$ cat config.mk
export PLATFORM = sky130hd
export DESIGN_NAME = row_alert_top
export DESIGN_NICKNAME = d
export VERILOG_FILES = /design/src/design/row_alert_pkg.sv /design/src/design/row_alert_top.sv /design/src/design/row_timer.sv /design/src/design/alert_flags.sv
export SDC_FILE = /design/constraint.sdc
export NUM_CORES = 1
export LEC_CHECK = 0
export ABC_AREA = 1
export BUFFER_PORTS_ARGS = -buffer_cell sky130_fd_sc_hd__buf_2
export CAP_MARGIN = 30
export CORE_MARGIN = 5
export CORE_UTILIZATION = 60
export CTS_BUF_LIST = sky130_fd_sc_hd__clkbuf_16
export CTS_CLUSTER_SIZE = 16
export DETAILED_ROUTE_END_ITERATION = 12
export HOLD_SLACK_MARGIN = 0.02
export PLACE_DENSITY = 0.81
export SLEW_MARGIN = 20
export SYNTH_ARGS = -nofsm -noshare
export SYNTH_HDL_FRONTEND = slang
export SYNTH_HIERARCHICAL = 1
export SYNTH_SLANG_ARGS = --single-unit
$ cat constraint.sdc
create_clock -name sys_clk -period 9.7 [get_ports sys_clk]
set_input_delay 0.97 -clock sys_clk [delete_from_list [all_inputs] [get_ports sys_clk]]
set_output_delay 0.97 -clock sys_clk [all_outputs]
set_load 0.02 [all_outputs]
$ cat src/design/row_alert_pkg.sv
`default_nettype none
package row_alert_pkg;

  // ---------------------------------------------------------------
  // Clock and timing
  // ---------------------------------------------------------------
  localparam longint unsigned CLK_PERIOD_PS     = 64'd8000;
  localparam longint unsigned REF_RATE_HZ       = 64'd8000;
  localparam longint unsigned ROW_HIGH_TIME_PS  = 64'd175000000000;
  localparam longint unsigned ROW_LOW_TIME_PS   = 64'd25000000000;
  localparam longint unsigned SCAN_HIGH_TIME_PS = 64'd109370000;
  localparam longint unsigned SCAN_LOW_TIME_PS  = 64'd15630000;
  localparam longint unsigned ROW_HIGH_CYC_REF  = ROW_HIGH_TIME_PS / CLK_PERIOD_PS;
  localparam longint unsigned ROW_LOW_CYC_REF   = ROW_LOW_TIME_PS / CLK_PERIOD_PS;
  localparam longint unsigned SCAN_HIGH_CYC_REF = SCAN_HIGH_TIME_PS / CLK_PERIOD_PS;
  localparam longint unsigned SCAN_LOW_CYC_REF  = SCAN_LOW_TIME_PS / CLK_PERIOD_PS;

  localparam int unsigned CNT_W        = 32;
  localparam int unsigned MARKER_SLOTS = 8;
  localparam int unsigned SLOT_W       = 3;
  localparam int unsigned ROWS_W       = 16;

  // ---------------------------------------------------------------
  // Register map (byte addresses)
  // ---------------------------------------------------------------
  localparam int unsigned ADDR_W = 5;
  localparam int unsigned DATA_W = 32;
  localparam logic [ADDR_W-1:0] CONTROL_OFS     = 5'h00;
  localparam logic [ADDR_W-1:0] STATUS_OFS      = 5'h04;
  localparam logic [ADDR_W-1:0] ROW_COUNT_OFS   = 5'h08;
  localparam logic [ADDR_W-1:0] SNAPSHOT_OFS    = 5'h0c;
  localparam logic [ADDR_W-1:0] MARKER_MASK_OFS = 5'h10;

  localparam int unsigned CTRL_SCAN_BIT  = 0;
  localparam int unsigned CTRL_CLEAR_BIT = 1;
  localparam int unsigned ST_ALERT_BIT   = 0;
  localparam int unsigned ST_MEM_END_BIT = 1;
  localparam int unsigned ST_MSG_END_BIT = 2;
  localparam int unsigned ST_ROW_CLK_BIT = 3;
  localparam int unsigned ST_BUSY_BIT    = 4;
  localparam int unsigned ST_SLOT_LSB    = 8;

  localparam logic                    SCAN_RESET = 1'b0;
  localparam logic [MARKER_SLOTS-1:0] MASK_RESET = 8'hff;

  // ---------------------------------------------------------------
  // Alert flags
  // ---------------------------------------------------------------
  localparam int unsigned NUM_FLAGS    = 2;
  localparam int unsigned FLAG_MEM_END = 0;
  localparam int unsigned FLAG_MSG_END = 1;

  typedef enum logic [1:0] {
    ROW_IDLE  = 2'b00,
    ROW_EXTRA = 2'b01,
    ROW_HIGH  = 2'b10,
    ROW_LOW   = 2'b11
  } row_state_t;

endpackage
`default_nettype wire

$ cat src/design/row_alert_top.sv
// Added by the designer: the address map and the Avalon-MM interface to the registers.
`timescale 1ns/1ps
`default_nettype none
module row_alert_top
  import row_alert_pkg::*;
#(
  parameter longint unsigned SAMPLE_RATE_HZ  = REF_RATE_HZ,
  parameter int unsigned     ROW_HIGH_CYCLES = int'(ROW_HIGH_CYC_REF * REF_RATE_HZ / SAMPLE_RATE_HZ),
  parameter int unsigned     ROW_LOW_CYCLES  = int'(ROW_LOW_CYC_REF * REF_RATE_HZ / SAMPLE_RATE_HZ),
  parameter int unsigned     SCAN_HIGH_CYCLES = int'(SCAN_HIGH_CYC_REF * REF_RATE_HZ / SAMPLE_RATE_HZ),
  parameter int unsigned     SCAN_LOW_CYCLES = int'(SCAN_LOW_CYC_REF * REF_RATE_HZ / SAMPLE_RATE_HZ)
) (
  input  wire logic                    sys_clk,
  input  wire logic                    rst_b,
  input  wire logic [ADDR_W-1:0]       avs_address,
  input  wire logic                    avs_read,
  input  wire logic                    avs_write,
  input  wire logic [DATA_W-1:0]       avs_writedata,
  input  wire logic [3:0]              avs_byteenable,
  output logic [DATA_W-1:0]            avs_readdata,
  output logic                         avs_waitrequest,
  input  wire logic                    ss_b,
  input  wire logic                    op_record,
  input  wire logic                    op_play,
  input  wire logic                    op_start,
  input  wire logic                    last_row,
  input  wire logic [MARKER_SLOTS-1:0] marker_bits,
  output logic                         row_address_clock_out,
  output logic                         row_address_clock_oe,
  output logic                         alert_out,
  output logic                         alert_oe,
  output logic                         row_end,
  output logic                         op_stop,
  output logic [NUM_FLAGS-1:0]         status_word
);

  // ---------------------------------------------------------------
  // Row timing counts
  // ---------------------------------------------------------------
  // Counts are derived from the sample rate so slower parts stretch
  localparam logic [CNT_W-1:0] HIGH_N      = CNT_W'(ROW_HIGH_CYCLES);
  localparam logic [CNT_W-1:0] LOW_N       = CNT_W'(ROW_LOW_CYCLES);
  localparam logic [CNT_W-1:0] SCAN_HIGH_N = CNT_W'(SCAN_HIGH_CYCLES);
  localparam logic [CNT_W-1:0] SCAN_LOW_N  = CNT_W'(SCAN_LOW_CYCLES);
  localparam logic [CNT_W-1:0] SLOT_N      = CNT_W'((ROW_HIGH_CYCLES + ROW_LOW_CYCLES)
                                                    / MARKER_SLOTS);
  localparam logic [CNT_W-1:0] SCAN_SLOT_N = CNT_W'((SCAN_HIGH_CYCLES + SCAN_LOW_CYCLES)
                                                    / MARKER_SLOTS);

  // ---------------------------------------------------------------
  // Declarations
  // ---------------------------------------------------------------
  logic                     ack_reg;
  logic [DATA_W-1:0]        readdata_reg;
  logic                     scan_reg;
  logic [MARKER_SLOTS-1:0]  mask_reg;
  logic [ROWS_W-1:0]        rows_reg;
  logic [NUM_FLAGS-1:0]     snapshot_reg;
  logic                     ss_prev_reg;
  logic                     running_reg;
  logic [NUM_FLAGS-1:0]     flags;
  logic [NUM_FLAGS-1:0]     flag_set;
  logic                     row_low;
  logic                     slot_end;
  logic [SLOT_W-1:0]        slot_idx;
  logic [DATA_W-1:0]        rd_mux;
  logic [DATA_W-1:0]        status_val;
  wire                      req;
  wire                      wr_en;
  wire                      rd_take;
  wire                      sel_control;
  wire                      sel_status;
  wire                      sel_rows;
  wire                      sel_snapshot;
  wire                      sel_mask;
  wire                      sw_clear;
  wire                      cycle_start;
  wire                      flag_clear;
  wire                      op_active;
  wire                      alert_pending;
  wire                      mem_end_event;
  wire                      msg_end_event;
  wire [CNT_W-1:0]          high_sel;
  wire [CNT_W-1:0]          low_sel;
  wire [CNT_W-1:0]          slot_sel;

  // ---------------------------------------------------------------
  // Avalon-MM slave, one wait cycle per access
  // ---------------------------------------------------------------
  assign req             = avs_read | avs_write;
  assign avs_waitrequest = req & ~ack_reg;
  assign wr_en           = avs_write & ack_reg;
  assign rd_take         = avs_read & ~ack_reg;
  assign avs_readdata    = readdata_reg;

  assign sel_control  = (avs_address == CONTROL_OFS);
  assign sel_status   = (avs_address == STATUS_OFS);
  assign sel_rows     = (avs_address == ROW_COUNT_OFS);
  assign sel_snapshot = (avs_address == SNAPSHOT_OFS);
  assign sel_mask     = (avs_address == MARKER_MASK_OFS);

  assign sw_clear = wr_en & sel_control & avs_byteenable[0] & avs_writedata[CTRL_CLEAR_BIT];

  always_comb begin
    status_val                              = '0;
    status_val[ST_ALERT_BIT]                = alert_pending;
    status_val[ST_MEM_END_BIT]              = flags[FLAG_MEM_END];
    status_val[ST_MSG_END_BIT]              = flags[FLAG_MSG_END];
    status_val[ST_ROW_CLK_BIT]              = ~row_low;
    status_val[ST_BUSY_BIT]                 = op_active;
    status_val[ST_SLOT_LSB +: SLOT_W]       = slot_idx;
  end

  always_comb begin
    rd_mux = '0;
    if (sel_control) begin
      rd_mux[CTRL_SCAN_BIT] = scan_reg;
    end else if (sel_status) begin
      rd_mux = status_val;
    end else if (sel_rows) begin
      rd_mux[ROWS_W-1:0] = rows_reg;
    end else if (sel_snapshot) begin
      rd_mux[NUM_FLAGS-1:0] = snapshot_reg;
    end else if (sel_mask) begin
      rd_mux[MARKER_SLOTS-1:0] = mask_reg;
    end
  end

  always_ff @(posedge sys_clk or negedge rst_b) begin
    if (!rst_b) begin
      ack_reg <= 1'b0;
    end else begin
      ack_reg <= req & ~ack_reg;
    end
  end

  always_ff @(posedge sys_clk or negedge rst_b) begin
    if (!rst_b) begin
      readdata_reg <= '0;
    end else if (rd_take) begin
      readdata_reg <= rd_mux;
    end
  end

  always_ff @(posedge sys_clk or negedge rst_b) begin
    if (!rst_b) begin
      scan_reg <= SCAN_RESET;
    end else if (wr_en && sel_control && avs_byteenable[0]) begin
      scan_reg <= avs_writedata[CTRL_SCAN_BIT];
    end
  end

  always_ff @(posedge sys_clk or negedge rst_b) begin
    if (!rst_b) begin
      mask_reg <= MASK_RESET;
    end else if (wr_en && sel_mask && avs_byteenable[0]) begin
      mask_reg <= avs_writedata[MARKER_SLOTS-1:0];
    end
  end

  // ---------------------------------------------------------------
  // Row timing
  // ---------------------------------------------------------------
  assign op_active = op_record | op_play;
  assign high_sel  = scan_reg ? SCAN_HIGH_N : HIGH_N;
  assign low_sel   = scan_reg ? SCAN_LOW_N : LOW_N;
  assign slot_sel  = scan_reg ? SCAN_SLOT_N : SLOT_N;

  row_timer u_row_timer (
    .sys_clk     (sys_clk),
    .rst_b       (rst_b),
    .run         (running_reg),
    .start       (op_start),
    .record      (op_record),
    .high_cycles (high_sel),
    .low_cycles  (low_sel),
    .slot_cycles (slot_sel),
    .row_low     (row_low),
    .row_end     (row_end),
    .slot_end    (slot_end),
    .slot_idx    (slot_idx)
  );

  // An operation ends itself as soon as it raises an alert
  always_ff @(posedge sys_clk or negedge rst_b) begin
    if (!rst_b) begin
      running_reg <= 1'b0;
    end else begin
      running_reg <= op_active & (op_start | (running_reg & ~op_stop));
    end
  end

  always_ff @(posedge sys_clk or negedge rst_b) begin
    if (!rst_b) begin
      rows_reg <= '0;
    end else if (op_start) begin
      rows_reg <= '0;
    end else if (row_end) begin
      rows_reg <= rows_reg + ROWS_W'(1);
    end
  end

  // Only the low level is ever driven, the pull-up makes the high
  assign row_address_clock_out = 1'b0;
  assign row_address_clock_oe  = row_low;

  // ---------------------------------------------------------------
  // Alert flags and serial cycle
  // ---------------------------------------------------------------
  assign mem_end_event = running_reg & row_end & last_row;
  assign msg_end_event = running_reg & op_play & ~op_record & slot_end
                         & marker_bits[slot_idx] & mask_reg[slot_idx];
  assign flag_set[FLAG_MEM_END] = mem_end_event;
  assign flag_set[FLAG_MSG_END] = msg_end_event;
  assign op_stop = mem_end_event | msg_end_event;

  // A serial cycle can only begin with the select going low
  assign cycle_start = ss_prev_reg & ~ss_b;
  assign flag_clear  = cycle_start | sw_clear;

  always_ff @(posedge sys_clk or negedge rst_b) begin
    if (!rst_b) begin
      ss_prev_reg <= 1'b1;
    end else begin
      ss_prev_reg <= ss_b;
    end
  end

  alert_flags #(
    .N (NUM_FLAGS)
  ) u_alert_flags (
    .sys_clk (sys_clk),
    .rst_b   (rst_b),
    .set     (flag_set),
    .clear   (flag_clear),
    .flags   (flags)
  );

  // The status instruction shifts the flags held at cycle start
  always_ff @(posedge sys_clk or negedge rst_b) begin
    if (!rst_b) begin
      snapshot_reg <= '0;
    end else if (cycle_start) begin
      snapshot_reg <= flags;
    end
  end

  assign status_word   = snapshot_reg;
  assign alert_pending = |flags;
  assign alert_out     = 1'b0;
  assign alert_oe      = alert_pending;

endmodule
`default_nettype wire

$ cat src/design/row_timer.sv
`timescale 1ns/1ps
`default_nettype none
module row_timer
  import row_alert_pkg::*;
(
  input  wire logic              sys_clk,
  input  wire logic              rst_b,
  input  wire logic              run,
  input  wire logic              start,
  input  wire logic              record,
  input  wire logic [CNT_W-1:0]  high_cycles,
  input  wire logic [CNT_W-1:0]  low_cycles,
  input  wire logic [CNT_W-1:0]  slot_cycles,
  output logic                   row_low,
  output logic                   row_end,
  output logic                   slot_end,
  output logic [SLOT_W-1:0]      slot_idx
);

  // ---------------------------------------------------------------
  // Phase sequencing
  // ---------------------------------------------------------------
  row_state_t         state_reg;
  row_state_t         state_next;
  logic [CNT_W-1:0]   cnt_reg;
  logic [CNT_W-1:0]   cnt_next;
  logic [CNT_W-1:0]   slot_cnt_reg;
  logic [CNT_W-1:0]   slot_cnt_next;
  logic [SLOT_W-1:0]  slot_idx_reg;
  logic [SLOT_W-1:0]  slot_idx_next;
  logic [CNT_W-1:0]   phase_len;
  wire                in_row;
  wire                phase_done;
  wire                slot_done;
  wire                begin_op;
  localparam logic [SLOT_W-1:0] LAST_SLOT = SLOT_W'(MARKER_SLOTS - 1);

  // Extra phase lasts one low-phase time while still high
  assign phase_len  = (state_reg == ROW_HIGH) ? high_cycles : low_cycles;
  // A mode change mid-phase must not skip the end of the phase
  assign phase_done = (cnt_reg >= phase_len - CNT_W'(1));
  assign in_row     = (state_reg == ROW_HIGH) || (state_reg == ROW_LOW);
  assign row_end    = run && !start && (state_reg == ROW_LOW) && phase_done;
  assign slot_done  = row_end ||
                      ((slot_cnt_reg >= slot_cycles - CNT_W'(1)) && (slot_idx_reg != LAST_SLOT));
  assign slot_end   = run && !start && in_row && slot_done;
  assign begin_op   = start || (state_reg == ROW_IDLE);
  assign row_low    = (state_reg == ROW_LOW);
  assign slot_idx   = slot_idx_reg;

  always_comb begin
    state_next    = state_reg;
    cnt_next      = cnt_reg + CNT_W'(1);
    slot_cnt_next = slot_cnt_reg;
    slot_idx_next = slot_idx_reg;
    if (!run) begin
      state_next    = ROW_IDLE;
      cnt_next      = '0;
      slot_cnt_next = '0;
      slot_idx_next = '0;
    end else if (begin_op) begin
      state_next    = record ? ROW_EXTRA : ROW_HIGH;
      cnt_next      = '0;
      slot_cnt_next = '0;
      slot_idx_next = '0;
    end else begin
      case (state_reg)
        ROW_EXTRA: begin
          if (phase_done) begin
            state_next = ROW_HIGH;
            cnt_next   = '0;
          end
        end
        ROW_HIGH: begin
          if (phase_done) begin
            state_next = ROW_LOW;
            cnt_next   = '0;
          end
        end
        ROW_LOW: begin
          if (phase_done) begin
            state_next = ROW_HIGH;
            cnt_next   = '0;
          end
        end
        default: begin
          state_next = ROW_IDLE;
          cnt_next   = '0;
        end
      endcase
      if (in_row) begin
        if (slot_done) begin
          slot_cnt_next = '0;
          slot_idx_next = row_end ? '0 : slot_idx_reg + SLOT_W'(1);
        end else begin
          slot_cnt_next = slot_cnt_reg + CNT_W'(1);
        end
      end
    end
  end

  always_ff @(posedge sys_clk or negedge rst_b) begin
    if (!rst_b) begin
      state_reg    <= ROW_IDLE;
      cnt_reg      <= '0;
      slot_cnt_reg <= '0;
      slot_idx_reg <= '0;
    end else begin
      state_reg    <= state_next;
      cnt_reg      <= cnt_next;
      slot_cnt_reg <= slot_cnt_next;
      slot_idx_reg <= slot_idx_next;
    end
  end

endmodule
`default_nettype wire

$ cat src/design/alert_flags.sv
`timescale 1ns/1ps
`default_nettype none
module alert_flags
  import row_alert_pkg::*;
#(
  parameter int unsigned N = NUM_FLAGS
) (
  input  wire logic          sys_clk,
  input  wire logic          rst_b,
  input  wire logic [N-1:0]  set,
  input  wire logic          clear,
  output logic [N-1:0]       flags
);

  // ---------------------------------------------------------------
  // Sticky flags, a new event beats a clear in the same cycle
  // ---------------------------------------------------------------
  logic [N-1:0] flag_reg;

  for (genvar i = 0; i < N; i++) begin : g_flag
    always_ff @(posedge sys_clk or negedge rst_b) begin
      if (!rst_b) begin
        flag_reg[i] <= 1'b0;
      end else begin
        flag_reg[i] <= set[i] | (flag_reg[i] & ~clear);
      end
    end
  end

  assign flags = flag_reg;

endmodule
`default_nettype wire

==> results of run 1 <==
layout make-up:
type                            count  share of cell area
Multi-Input combinational cell   1141               0.558
Sequential cell                   117               0.270
Clock buffer                       17              0.0391
Tap cell                          216              0.0248
Inverter                          189              0.0652
Clock inverter                     15              0.0150
Timing Repair Buffer               57              0.0274
power groups by stage:
| stage | logic, mW | clock network (mW) | registers (mW) |
|---|---|---|---|
| after floorplan | 0.180 | 0 | 0.518 |
| after global placement | 0.216 | 0 | 0.516 |
| after detailed placement | 0.222 | 0 | 0.517 |
| after CTS | 0.223 | 0.628 | 0.508 |
| after global routing | 0.261 | 0.652 | 0.510 |
| final | 0.225 | 0.625 | 0.509 |
cells in the final DEF (no fill, tap or decap), types with 3 or more instances in the layout:
cell / n
nand2_1: 326
nor2_1: 207
inv_1: 185
conb_1: 112
dfrtp_1: 108
ha_1: 70
o21ai_0: 61
a21oi_1: 61
xor2_1: 54
buf_2: 52
nand3_1: 50
nor3_1: 44
xnor2_1: 26
nand4_1: 25
o21ai_1: 21
clkbuf_16: 17
o21ai_2: 10
dfstp_2: 9
nor2_2: 7
a21oi_2: 7
nor2_4: 6
o21a_1: 6
nand2_2: 5
clkinvlp_4: 5
buf_4: 5
nor4_1: 5
a211oi_1: 4
inv_2: 4
nor3_2: 4
or2_2: 4
nand3_2: 3
nor3_4: 3
nand2_4: 3
clkinv_1: 3
clkinv_2: 3
bufinv_16: 3
a21o_1: 3
path summary, 6_finish.rpt:
| path | cells past startpoint | endpoint | startpoint | slack [ns] |
|---|---|---|---|---|
| min in group asynchronous | 1 | avs_readdata[5]$_DFFE_PN0P_ | rst_b | 0.58 |
| min reg2reg | 2 | avs_readdata[4]$_DFFE_PN0P_ | avs_readdata[4]$_DFFE_PN0P_ | 0.48 |
| max reg2reg | 20 | u_row_timer/cnt_reg[22]$_DFF_PN0_ | u_row_timer/state_reg[1]$_DFFE_PN0P_ | 5.22 |
| min | 2 | avs_readdata[4]$_DFFE_PN0P_ | avs_readdata[4]$_DFFE_PN0P_ | 0.48 |
| max in group asynchronous | 2 | rows_reg[2]$_DFFE_PN0P_ | rst_b | 7.82 |
| max | 21 | op_stop | u_row_timer/state_reg[1]$_DFFE_PN0P_ | 4.39 |
metrics by stage:
| step | hold WS, ns | setup WS [ns] | instances |
|---|---|---|---|
| floorplan | 0.442 | 4.65 | 1481 |
| global placement | 0.455 | 4.89 | 1720 |
| detailed placement | 0.461 | 4.87 | 1720 |
| CTS | 0.476 | 4.39 | 1752 |
| global route | 0.495 | 3.94 | 1752 |
| finish | 0.477 | 4.39 | 1752 |
metal layers:
metal | global-route usage | up-vias
li1 | - | 4578
met1 | 0.328 | 4095
met2 | 0.379 | 247
met3 | 0.0411 | 42
met4 | 0.0689 | 0
met5 | 0 | -
critical path, delay by kind of cell (launching register included):
| family | cells | cell delay, ns |
|---|---|---|
| adders and majority gates | 1 | 0.29 |
| AOI/OAI and AO/OA | 2 | 0.55 |
| and+or+nand+nor | 16 | 2.12 |
| DFF | 1 | 0.48 |
| buffers and inverters | 2 | 0.46 |
cells by family after synthesis:
logic type	after synthesis
XOR/XNOR	80
AO/OA/AOI/OAI	181
flip-flops	117
multiplexers	2
other	2
AND/OR/NAND/NOR	696
buffers and inverters	223
adder cells (fa/ha/maj)	70
==> reports/results.txt, run 1 <==
CTS Buf Count = 17
min Tclk post-route = 5.31 ns
CP required = 8.73 ns
P_sw = 392 uW
cell taking the most area after synthesis = dfrtp_1
top-area cell type share of the netlist area = 0.283
sequential area share after synthesis = 0.307
Syn. warnings = 6
CP Capture Type = primary output
number of global-route vias before repair = 8,036
Area contributors post-synth = dfrtp_1 (28%), nand2_1 (13%), ha_1 (9.2%), nor2_1 (8.1%), inv_1 (7.2%)
I/O pins = 99
final slew viol count = 0
CTS clk-pin slew, worst paths = 0.05 ns
Yosys cell types = 45
Antenna Cells = 0
layout cell share with drive strength beyond 1 = 0.102
drt drc = 0
Slowest-stage cell, CP = dfrtp_1
fin nets = 1,651
Rows = 46
max_cap viols = 0
via count = 8,962
Synth Area in Adders = 0.0916
Switching Fraction = 0.289
total setup buffers inserted after CTS = 0
crit-path max FO = 62
via density per instance = 5.12
Metal-1 WL = 10.2 mm
DR WL met2 = 9.83 mm
drt initial violations = 670
Final Hold Fails = 0
CTS tree = done
met3 routed WL = 1.34 mm
largest family of logic cells by synthesized area = simple AND/OR/NAND/NOR gates
Cell Int Power = 966 uW
power share of the clock group = 0.460
die width = 136 um
initial antenna violation count = 0
global-route wire length before repair = 36.2 mm
Synth Area in Simple Gates = 0.317
hold_buf cts = 0
WS Path Type = flop to primary output
top sig layer = met4
power density over cell area = 125 mW/mm^2
largest net degree at the start of global routing = 68
Max Fclk = 0.188 GHz
later-pin clock latency in the skew report = 0.42 ns
Comb pwr share = 0.165
Worst path most repeated cell = nand2_1
Avg WL per Cell = 12.4 um
first-pass detailed-route iteration total = 7
area delta synth->final = 13.7%
mux share of post-synthesis cell area = 0.00209
global route total overflow = 0
area occupied by multi-input gates = 0.00607 sq mm
Area after DPL = 0.0103 sq mm
Seq pwr share = 0.374
DRT Wirelength = 21.8 mm
Worst setup SP type = flop
Reg area = 0.00294 sq mm
Cell Chain, Critical Path = nand2_4 > o21ai_1 > nand2_1 > nor2_4 > nand2_4 > nor2_1 > nor2_1 > ha_1 > nand2_1 > nor2_1 > nand2_1 > nor2_1 > nor2_1 > nand2_1 > nand2_1 > nand2_1 > nand2_1 > inv_1 > nand2_1 > o21ai_0 > buf_2
Design Area, Final = 0.0109 sq mm
RSZ-0062 raised after global routing = false
Tightest Pin Transition = 0.861 ns
Synth Cell Area = 0.00957 sq mm
H-tree levels = 4
Critical Path AT = 4.34 ns
final setup fails = 0
GRT Overall Usage = 0.236
syn_area_per_cell = 6.98 sq um
CP peak stage delay = 0.48 ns
Clock Sinks = 117
commonest cells in the netlist = nand2_1 (326), nor2_1 (207), inv_1 (184)
Seq cells post-synth = 117
fin util = 0.690
Clock Skew = 0.00765 ns
Clock Root Buffer = clkbuf_16
fill count = 1,349
Total Die Area = 0.0186 sq mm
Core Region = 0.0158 sq mm
Total Power = 1.36 mW
Fin Setup TNS = 0 ns
Cells after Synth = 1,371
FFs w/ async S/R, synth = 1.00
top-count cell post-synth = nand2_1
gpl congestion = 0.927
post-synthesis xor/xnor area fraction = 0.0732
Peak supply drop = 0.0000953 V
Hold/Removal Path Class = flop to flop
Slew HR = 0.426
outcome = completed
Starting Density = 0.607
Max clock buf depth = 2
leakage = 5.46 nW
final period utilization = 0.548
CTS resizes = 0
die height = 136 um
dpl hpwl = 16.4 mm
Synth Flop Type = dfrtp_1
Synth Area in Compound Gates = 0.107
ANT nets after route = 0
IO Port Bufs = 53
Post-synth EDFFs = 0
No activity file was read; power rests on OpenSTA's default activity.
==> run 2: changes to the inputs <==
--- a/config.mk
+++ b/config.mk
@@ -5,7 +5,7 @@
 export SDC_FILE = /design/constraint.sdc
 export NUM_CORES = 1
 export LEC_CHECK = 0
-export ABC_AREA = 1
+export ABC_AREA = 0
 export BUFFER_PORTS_ARGS = -buffer_cell sky130_fd_sc_hd__buf_2
 export CAP_MARGIN = 30
 export CORE_MARGIN = 5
==> constraint.sdc (replaced) <==
create_clock -name sys_clk -period 5.01 [get_ports sys_clk]
set_input_delay 0.501 -clock sys_clk [delete_from_list [all_inputs] [get_ports sys_clk]]
set_output_delay 0.501 -clock sys_clk [all_outputs]
set_load 0.02 [all_outputs]
==> run 2 against run 1 <==
Synthesized cell count down 25%. Utilization increased by 2.6 points. First-iteration DRC count down 39%. Critical path depth fell by 2. Sequential share of layout area rose by 0.33 points. Power rose by 100%. Register-to-register slack got worse by 4.6 ns. Routed wire length decreased by 4.3%. Final area down 1.0%. Die area is 4.8% lower. Synthesized area decreased by 5.2%.
==> reports/results.txt, run 2 <==
final setup fails = 0
WS Path Type = flop to primary output
Antenna Cells = 0
CTS tree = done
CTS clk-pin slew, worst paths = 0.06 ns
Worst setup SP type = flop
initial antenna violation count = 0
Max clock buf depth = 2
fin nets = 1,361
top-area cell type share of the netlist area = 0.298
CTS Buf Count = 17
Cells after Synth = 1,034
cell taking the most area after synthesis = dfrtp_1
outcome = completed
power density over cell area = 256 mW/mm^2
area delta synth->final = 18.7%
max_cap viols = 0
crit-path max FO = 10
Total Die Area = 0.0177 sq mm
dpl hpwl = 14.8 mm
via count = 7,919
largest net degree at the start of global routing = 67
fin util = 0.716
hold_ws = 0.188 ns
Cell Chain, Critical Path = nand2b_4 > mux2i_4 > and4b_2 > a21bo_4 > nor2_2 > xor2_1 > mux2i_1 > ha_2 > a211oi_1 > o21ai_1 > a311oi_1 > o21ai_2 > a21o_1 > nor2b_4 > o21a_1 > nand4_1 > o22ai_2 > nand2b_2 > buf_2
drt drc = 0
die height = 133 um
first-pass detailed-route iteration total = 5
top-count cell post-synth = nor2_1
Synth Cell Area = 0.00907 sq mm
Slowest-stage cell, CP = dfrtp_2
Critical Path AT = 4.29 ns
Max Fclk = 0.209 GHz
Total Power = 2.75 mW
Slew HR = 0.329
Clock Root Buffer = clkbuf_16
Core Region = 0.0150 sq mm
syn_area_per_cell = 8.77 sq um
fill count = 1,095
area occupied by multi-input gates = 0.00646 sq mm
GRT Overall Usage = 0.237
FFs w/ async S/R, synth = 1.00
Placed Instances = 1,400
CP peak stage delay = 0.48 ns
Area contributors post-synth = dfrtp_1 (30%), ha_1 (9.7%), xor2_1 (7.6%), nor2_1 (6.5%), xnor2_1 (5.2%)
DRT Wirelength = 20.8 mm
gpl congestion = 0.852
most frequent cells in the layout = conb_1 (161), nor2_1 (155), dfrtp_1 (106), xor2_1 (79), nand2_1 (77)
H-tree levels = 4
Yosys cell types = 70
number of global-route vias before repair = 7,565
later-pin clock latency in the skew report = 0.42 ns
drt initial violations = 406
Synth Flop Type = dfrtp_1
global route total overflow = 0
CP Capture Type = primary output
Design Area, Final = 0.0108 sq mm
hold_buf cts = 0
min Tclk post-route = 4.79 ns
Clock Sinks = 117
final period utilization = 0.956
sequential area share after synthesis = 0.324
via density per instance = 5.52
Reg area = 0.00294 sq mm
I/O pins = 99
Area after DPL = 0.0101 sq mm
Clock Skew = 0.0112 ns
die width = 133 um
global-route wire length before repair = 35.1 mm
Avg WL per Cell = 14.5 um
Syn. warnings = 6
layout cell share with drive strength beyond 1 = 0.131
Post-synth EDFFs = 0
most common cell after layout, fill and taps aside = conb_1
commonest cells in the netlist = nor2_1 (156), dfrtp_1 (108), xor2_1 (79)
Tightest Pin Transition = 1.00 ns
CP required = 4.51 ns
Hold/Removal Path Class = input port to asynchronous set/reset pin
final slew viol count = 0
ANT nets after route = 0
Starting Density = 0.603
Peak supply drop = 0.000230 V
IO Port Bufs = 53
non-filler cells, final = 1,434
Rows = 45
Final Hold Fails = 0
leakage = 5.01 nW
Seq cells post-synth = 117
==> run 2: cell count changes after synthesis, sizes merged, moves of 14 or more <==
cell | previous run | this run
nor4 | 5 | 19
or3 | 0 | 15
o21ai | 92 | 23
nand2b | 0 | 17
mux2i | 2 | 37
nor2b | 0 | 14
a21oi | 68 | 36
nor2 | 220 | 156
xor2 | 54 | 79
inv | 188 | 25
nand2 | 334 | 77
clkbuf | 2 | 20
xnor2 | 26 | 54
nor3 | 51 | 35
==> run 2: power by group <==
part           switching, mW  internal [mW]
combinational          0.311          0.190
sequential            0.0252          0.976
clock                  0.468          0.785
total                  0.804           1.95
==> run 2: final timing paths <==
check                                                     startpoint                                       end  slack (ns)  cells past startpoint
max in group asynchronous                                      rst_b  u_row_timer/slot_cnt_reg[18]$_DFFE_PN0P_        3.61                      2
worst max register to register                  scan_reg$_DFFE_PN0P_                  rows_reg[15]$_DFFE_PN0P_        0.64                     18
min in group sys_clk                                            ss_b                     ss_prev_reg$_DFF_PN1_        0.19                      1
worst max-delay path            u_row_timer/state_reg[1]$_DFFE_PN0P_                                   op_stop        0.22                     19
worst min-delay path                                           rst_b      u_row_timer/state_reg[1]$_DFFE_PN0P_        0.19                      1
worst min register to register          avs_readdata[13]$_DFFE_PN0P_              avs_readdata[13]$_DFFE_PN0P_        0.46                      2
==> run 2: metrics by stage <==
step | TNS [ns] | setup WS [ns]
floorplan | -0.115 | -0.0575
global placement | 0 | 0.610
detailed placement | 0 | 0.491
CTS | 0 | 0.0193
global route | -0.0303 | -0.0303
finish | 0 | 0.219
==> run 2: cells by family after synthesis <==
logic type / share of synthesized area
flops: 0.324
mux: 0.0620
fa+ha+maj: 0.0966
other cells: 0.000828
compound gates: 0.0941
simple gates: 0.254
buf+inv: 0.0399
xor+xnor: 0.128
==> run 2: per-layer routing <==
| layer | track usage | share of wire | routed length, um |
|---|---|---|---|
| met5 | 0 | 0 | 0 |
| met1 | 0.314 | 0.45 | 9430 |
| met2 | 0.398 | 0.48 | 10100 |
| met3 | 0.0354 | 0.044 | 926 |
| met4 | 0.0797 | 0.019 | 399 |
==> run 2: cell type report <==
class / count / share of cell area
multi-input cells: 1001 / 0.600
clock buffers: 17 / 0.0395
clock inverters: 15 / 0.0166
well taps: 188 / 0.0219
inverters: 25 / 0.00907
repair buffers: 71 / 0.0389
flip-flops and latches: 117 / 0.274
==> run 2: repair_timing <==
item                       4_1_cts  5_1_grt
gates resized for setup          1       10
setup buffers                    0        2
setup endpoints to repair        1        1
==> run 2: worst max-delay path, delay by kind of cell, from the launching register on <==
family	cells	cell delay [ns]
AOI/OAI and AO/OA	8	1.53
and+or+nand+nor	6	0.94
DFF	1	0.48
muxes	2	0.37
xor gates and xnor gates	1	0.19
adders and majority gates	1	0.18
buffers and inverters	1	0.16
==> run 3: changes to the inputs <==
--- a/config.mk
+++ b/config.mk
@@ -5,7 +5,7 @@
 export SDC_FILE = /design/constraint.sdc
 export NUM_CORES = 1
 export LEC_CHECK = 0
-export ABC_AREA = 0
+export ABC_AREA = 1
 export BUFFER_PORTS_ARGS = -buffer_cell sky130_fd_sc_hd__buf_2
 export CAP_MARGIN = 30
 export CORE_MARGIN = 5
==> run 3 against run 2 <==
Hold slack improved by 0.012 ns. Maximum frequency increased by 3.7%. Combinational power decreased by 11%. Routed wire length increased by 5.8%. Final area increased by 2.0%. Critical path depth increased by 3. Cell count increased by 22%. First-iteration DRC count increased by 83%. Clock power increased by 3%. Global-route usage increased by 0.65 points.
==> reports/results.txt, run 3 (synthesized netlist as in run 1, its figures left out) <==
drt initial violations = 743
gpl congestion = 0.938
outcome = completed
max_cap viols = 0
fin util = 0.696
global-route wire length before repair = 37.2 mm
Clock Sinks = 117
Starting Density = 0.607
largest net degree at the start of global routing = 76
CTS tree = done
die width = 136 um
ANT nets after route = 0
global route total overflow = 0
Peak supply drop = 0.000163 V
via density per instance = 5.08
total setup buffers inserted after CTS = 0
first-pass detailed-route iteration total = 8
Avg WL per Cell = 12.6 um
GRT Overall Usage = 0.244
IO Port Bufs = 53
Max clock buf depth = 2
CTS Buf Count = 17
WS Path Type = flop to primary output
fill count = 1,297
most frequent cells in the layout = nand2_1 (326), nor2_1 (207), inv_1 (187), conb_1 (112), dfrtp_1 (108)
Area after DPL = 0.0103 sq mm
drt drc = 0
DRT Wirelength = 22.1 mm
Clock Skew = 0.00845 ns
area delta synth->final = 14.8%
most common cell after layout, fill and taps aside = nand2_1
leakage = 5.53 nW
final setup fails = 0
fin nets = 1,655
Design Area, Final = 0.0110 sq mm
CP Capture Type = primary output
Max Fclk = 0.216 GHz
Hold/Removal Path Class = input port to flop
Rows = 46
RSZ-0062 raised after global routing = false
Worst setup SP type = flop
number of global-route vias before repair = 8,045
CTS clk-pin slew, worst paths = 0.05 ns
Slew HR = 0.605
Tightest Pin Transition = 0.588 ns
I/O pins = 99
Antenna Cells = 0
layout cell share with drive strength beyond 1 = 0.103
crit-path max FO = 31
CP required = 4.51 ns
H-tree levels = 4
later-pin clock latency in the skew report = 0.41 ns
Total Power = 2.72 mW
Clock Root Buffer = clkbuf_16
die height = 136 um
final slew viol count = 0
Critical Path AT = 4.12 ns
power density over cell area = 248 mW/mm^2
dpl hpwl = 16.4 mm
Total Die Area = 0.0186 sq mm
final period utilization = 0.922
Fin Setup TNS = 0 ns
min Tclk post-route = 4.62 ns
Core Region = 0.0158 sq mm
initial antenna violation count = 0
via count = 8,922
Final Hold Fails = 0
run 3: worst paths after layout:
check                                                     startpoint                                end  slack [ns]  depth (start not counted)
worst min-delay path                                            ss_b              ss_prev_reg$_DFF_PN1_        0.20                          1
min in group asynchronous                                      rst_b        avs_readdata[5]$_DFFE_PN0P_        0.49                          2
worst max-delay path            u_row_timer/state_reg[1]$_DFFE_PN0P_                            op_stop        0.39                         22
worst max register to register                  scan_reg$_DFFE_PN0P_  u_row_timer/cnt_reg[26]$_DFF_PN0_        0.82                         22
worst min register to register      u_alert_flags/flags[1]$_DFF_PN0_   u_alert_flags/flags[1]$_DFF_PN0_        0.48                          2
max in group asynchronous                                      rst_b  u_row_timer/cnt_reg[26]$_DFF_PN0_        3.70                          3
run 3: per-layer routing:
layer	routed length, um	vias to the layer above	track usage
met2	10000	276	0.387
li1	-	4587	-
met1	10400	4029	0.347
met3	1220	30	0.0340
met4	377	0	0.0728
met5	0	-	0
run 3: critical path, cell delays in order, from the launching register on:
cell,delay (ns)
dfrtp_1,0.50
nand2_8,0.25
nand2_1,0.08
o21ai_1,0.17
nand2_1,0.14
nor2_4,0.19
nand2_4,0.13
nor2_1,0.15
nor2_1,0.07
ha_1,0.30
nand2_1,0.07
nor2_1,0.14
nand2_1,0.07
nor2_1,0.08
nor2_1,0.05
nand2_1,0.09
nand2_1,0.06
nand2_1,0.17
nand2_1,0.13
inv_1,0.25
nand2_1,0.14
o21ai_0,0.26
buf_2,0.22
run 3: cell type report:
type                       count  area (sq um)  share of cell area
clock inverter                15           196              0.0179
inverter                     189           709              0.0646
multi-input combinational   1141          6090               0.555
tap                          216           270              0.0246
timing repair buffer          61           350              0.0319
clock buffer                  17           425              0.0387
sequential                   117          2940               0.268
run 3: timing repair:
item / 4_1_cts / 5_1_grt
hold buffers: 0 / 1
hold endpoints to repair: 0 / 10
resized for setup: 0 / 4
endpoints found under the setup margin: 0 / 1
run 3: power breakdown:
group	leakage, nW	internal [mW]	total, mW	switching (mW)
clock network	0.315	0.868	1.29	0.420
logic	3.62	0.138	0.448	0.311
registers	1.59	0.967	0.985	0.0182
run 3: stage by stage:
stage               instances  setup slack (ns)  hold WS (ns)
floorplan                1481             0.433         0.205
global placement         1722             0.853         0.455
detailed placement       1722             0.800         0.467
CTS                      1754             0.329         0.192
global route             1756            0.0689         0.196
finish                   1756             0.390         0.201
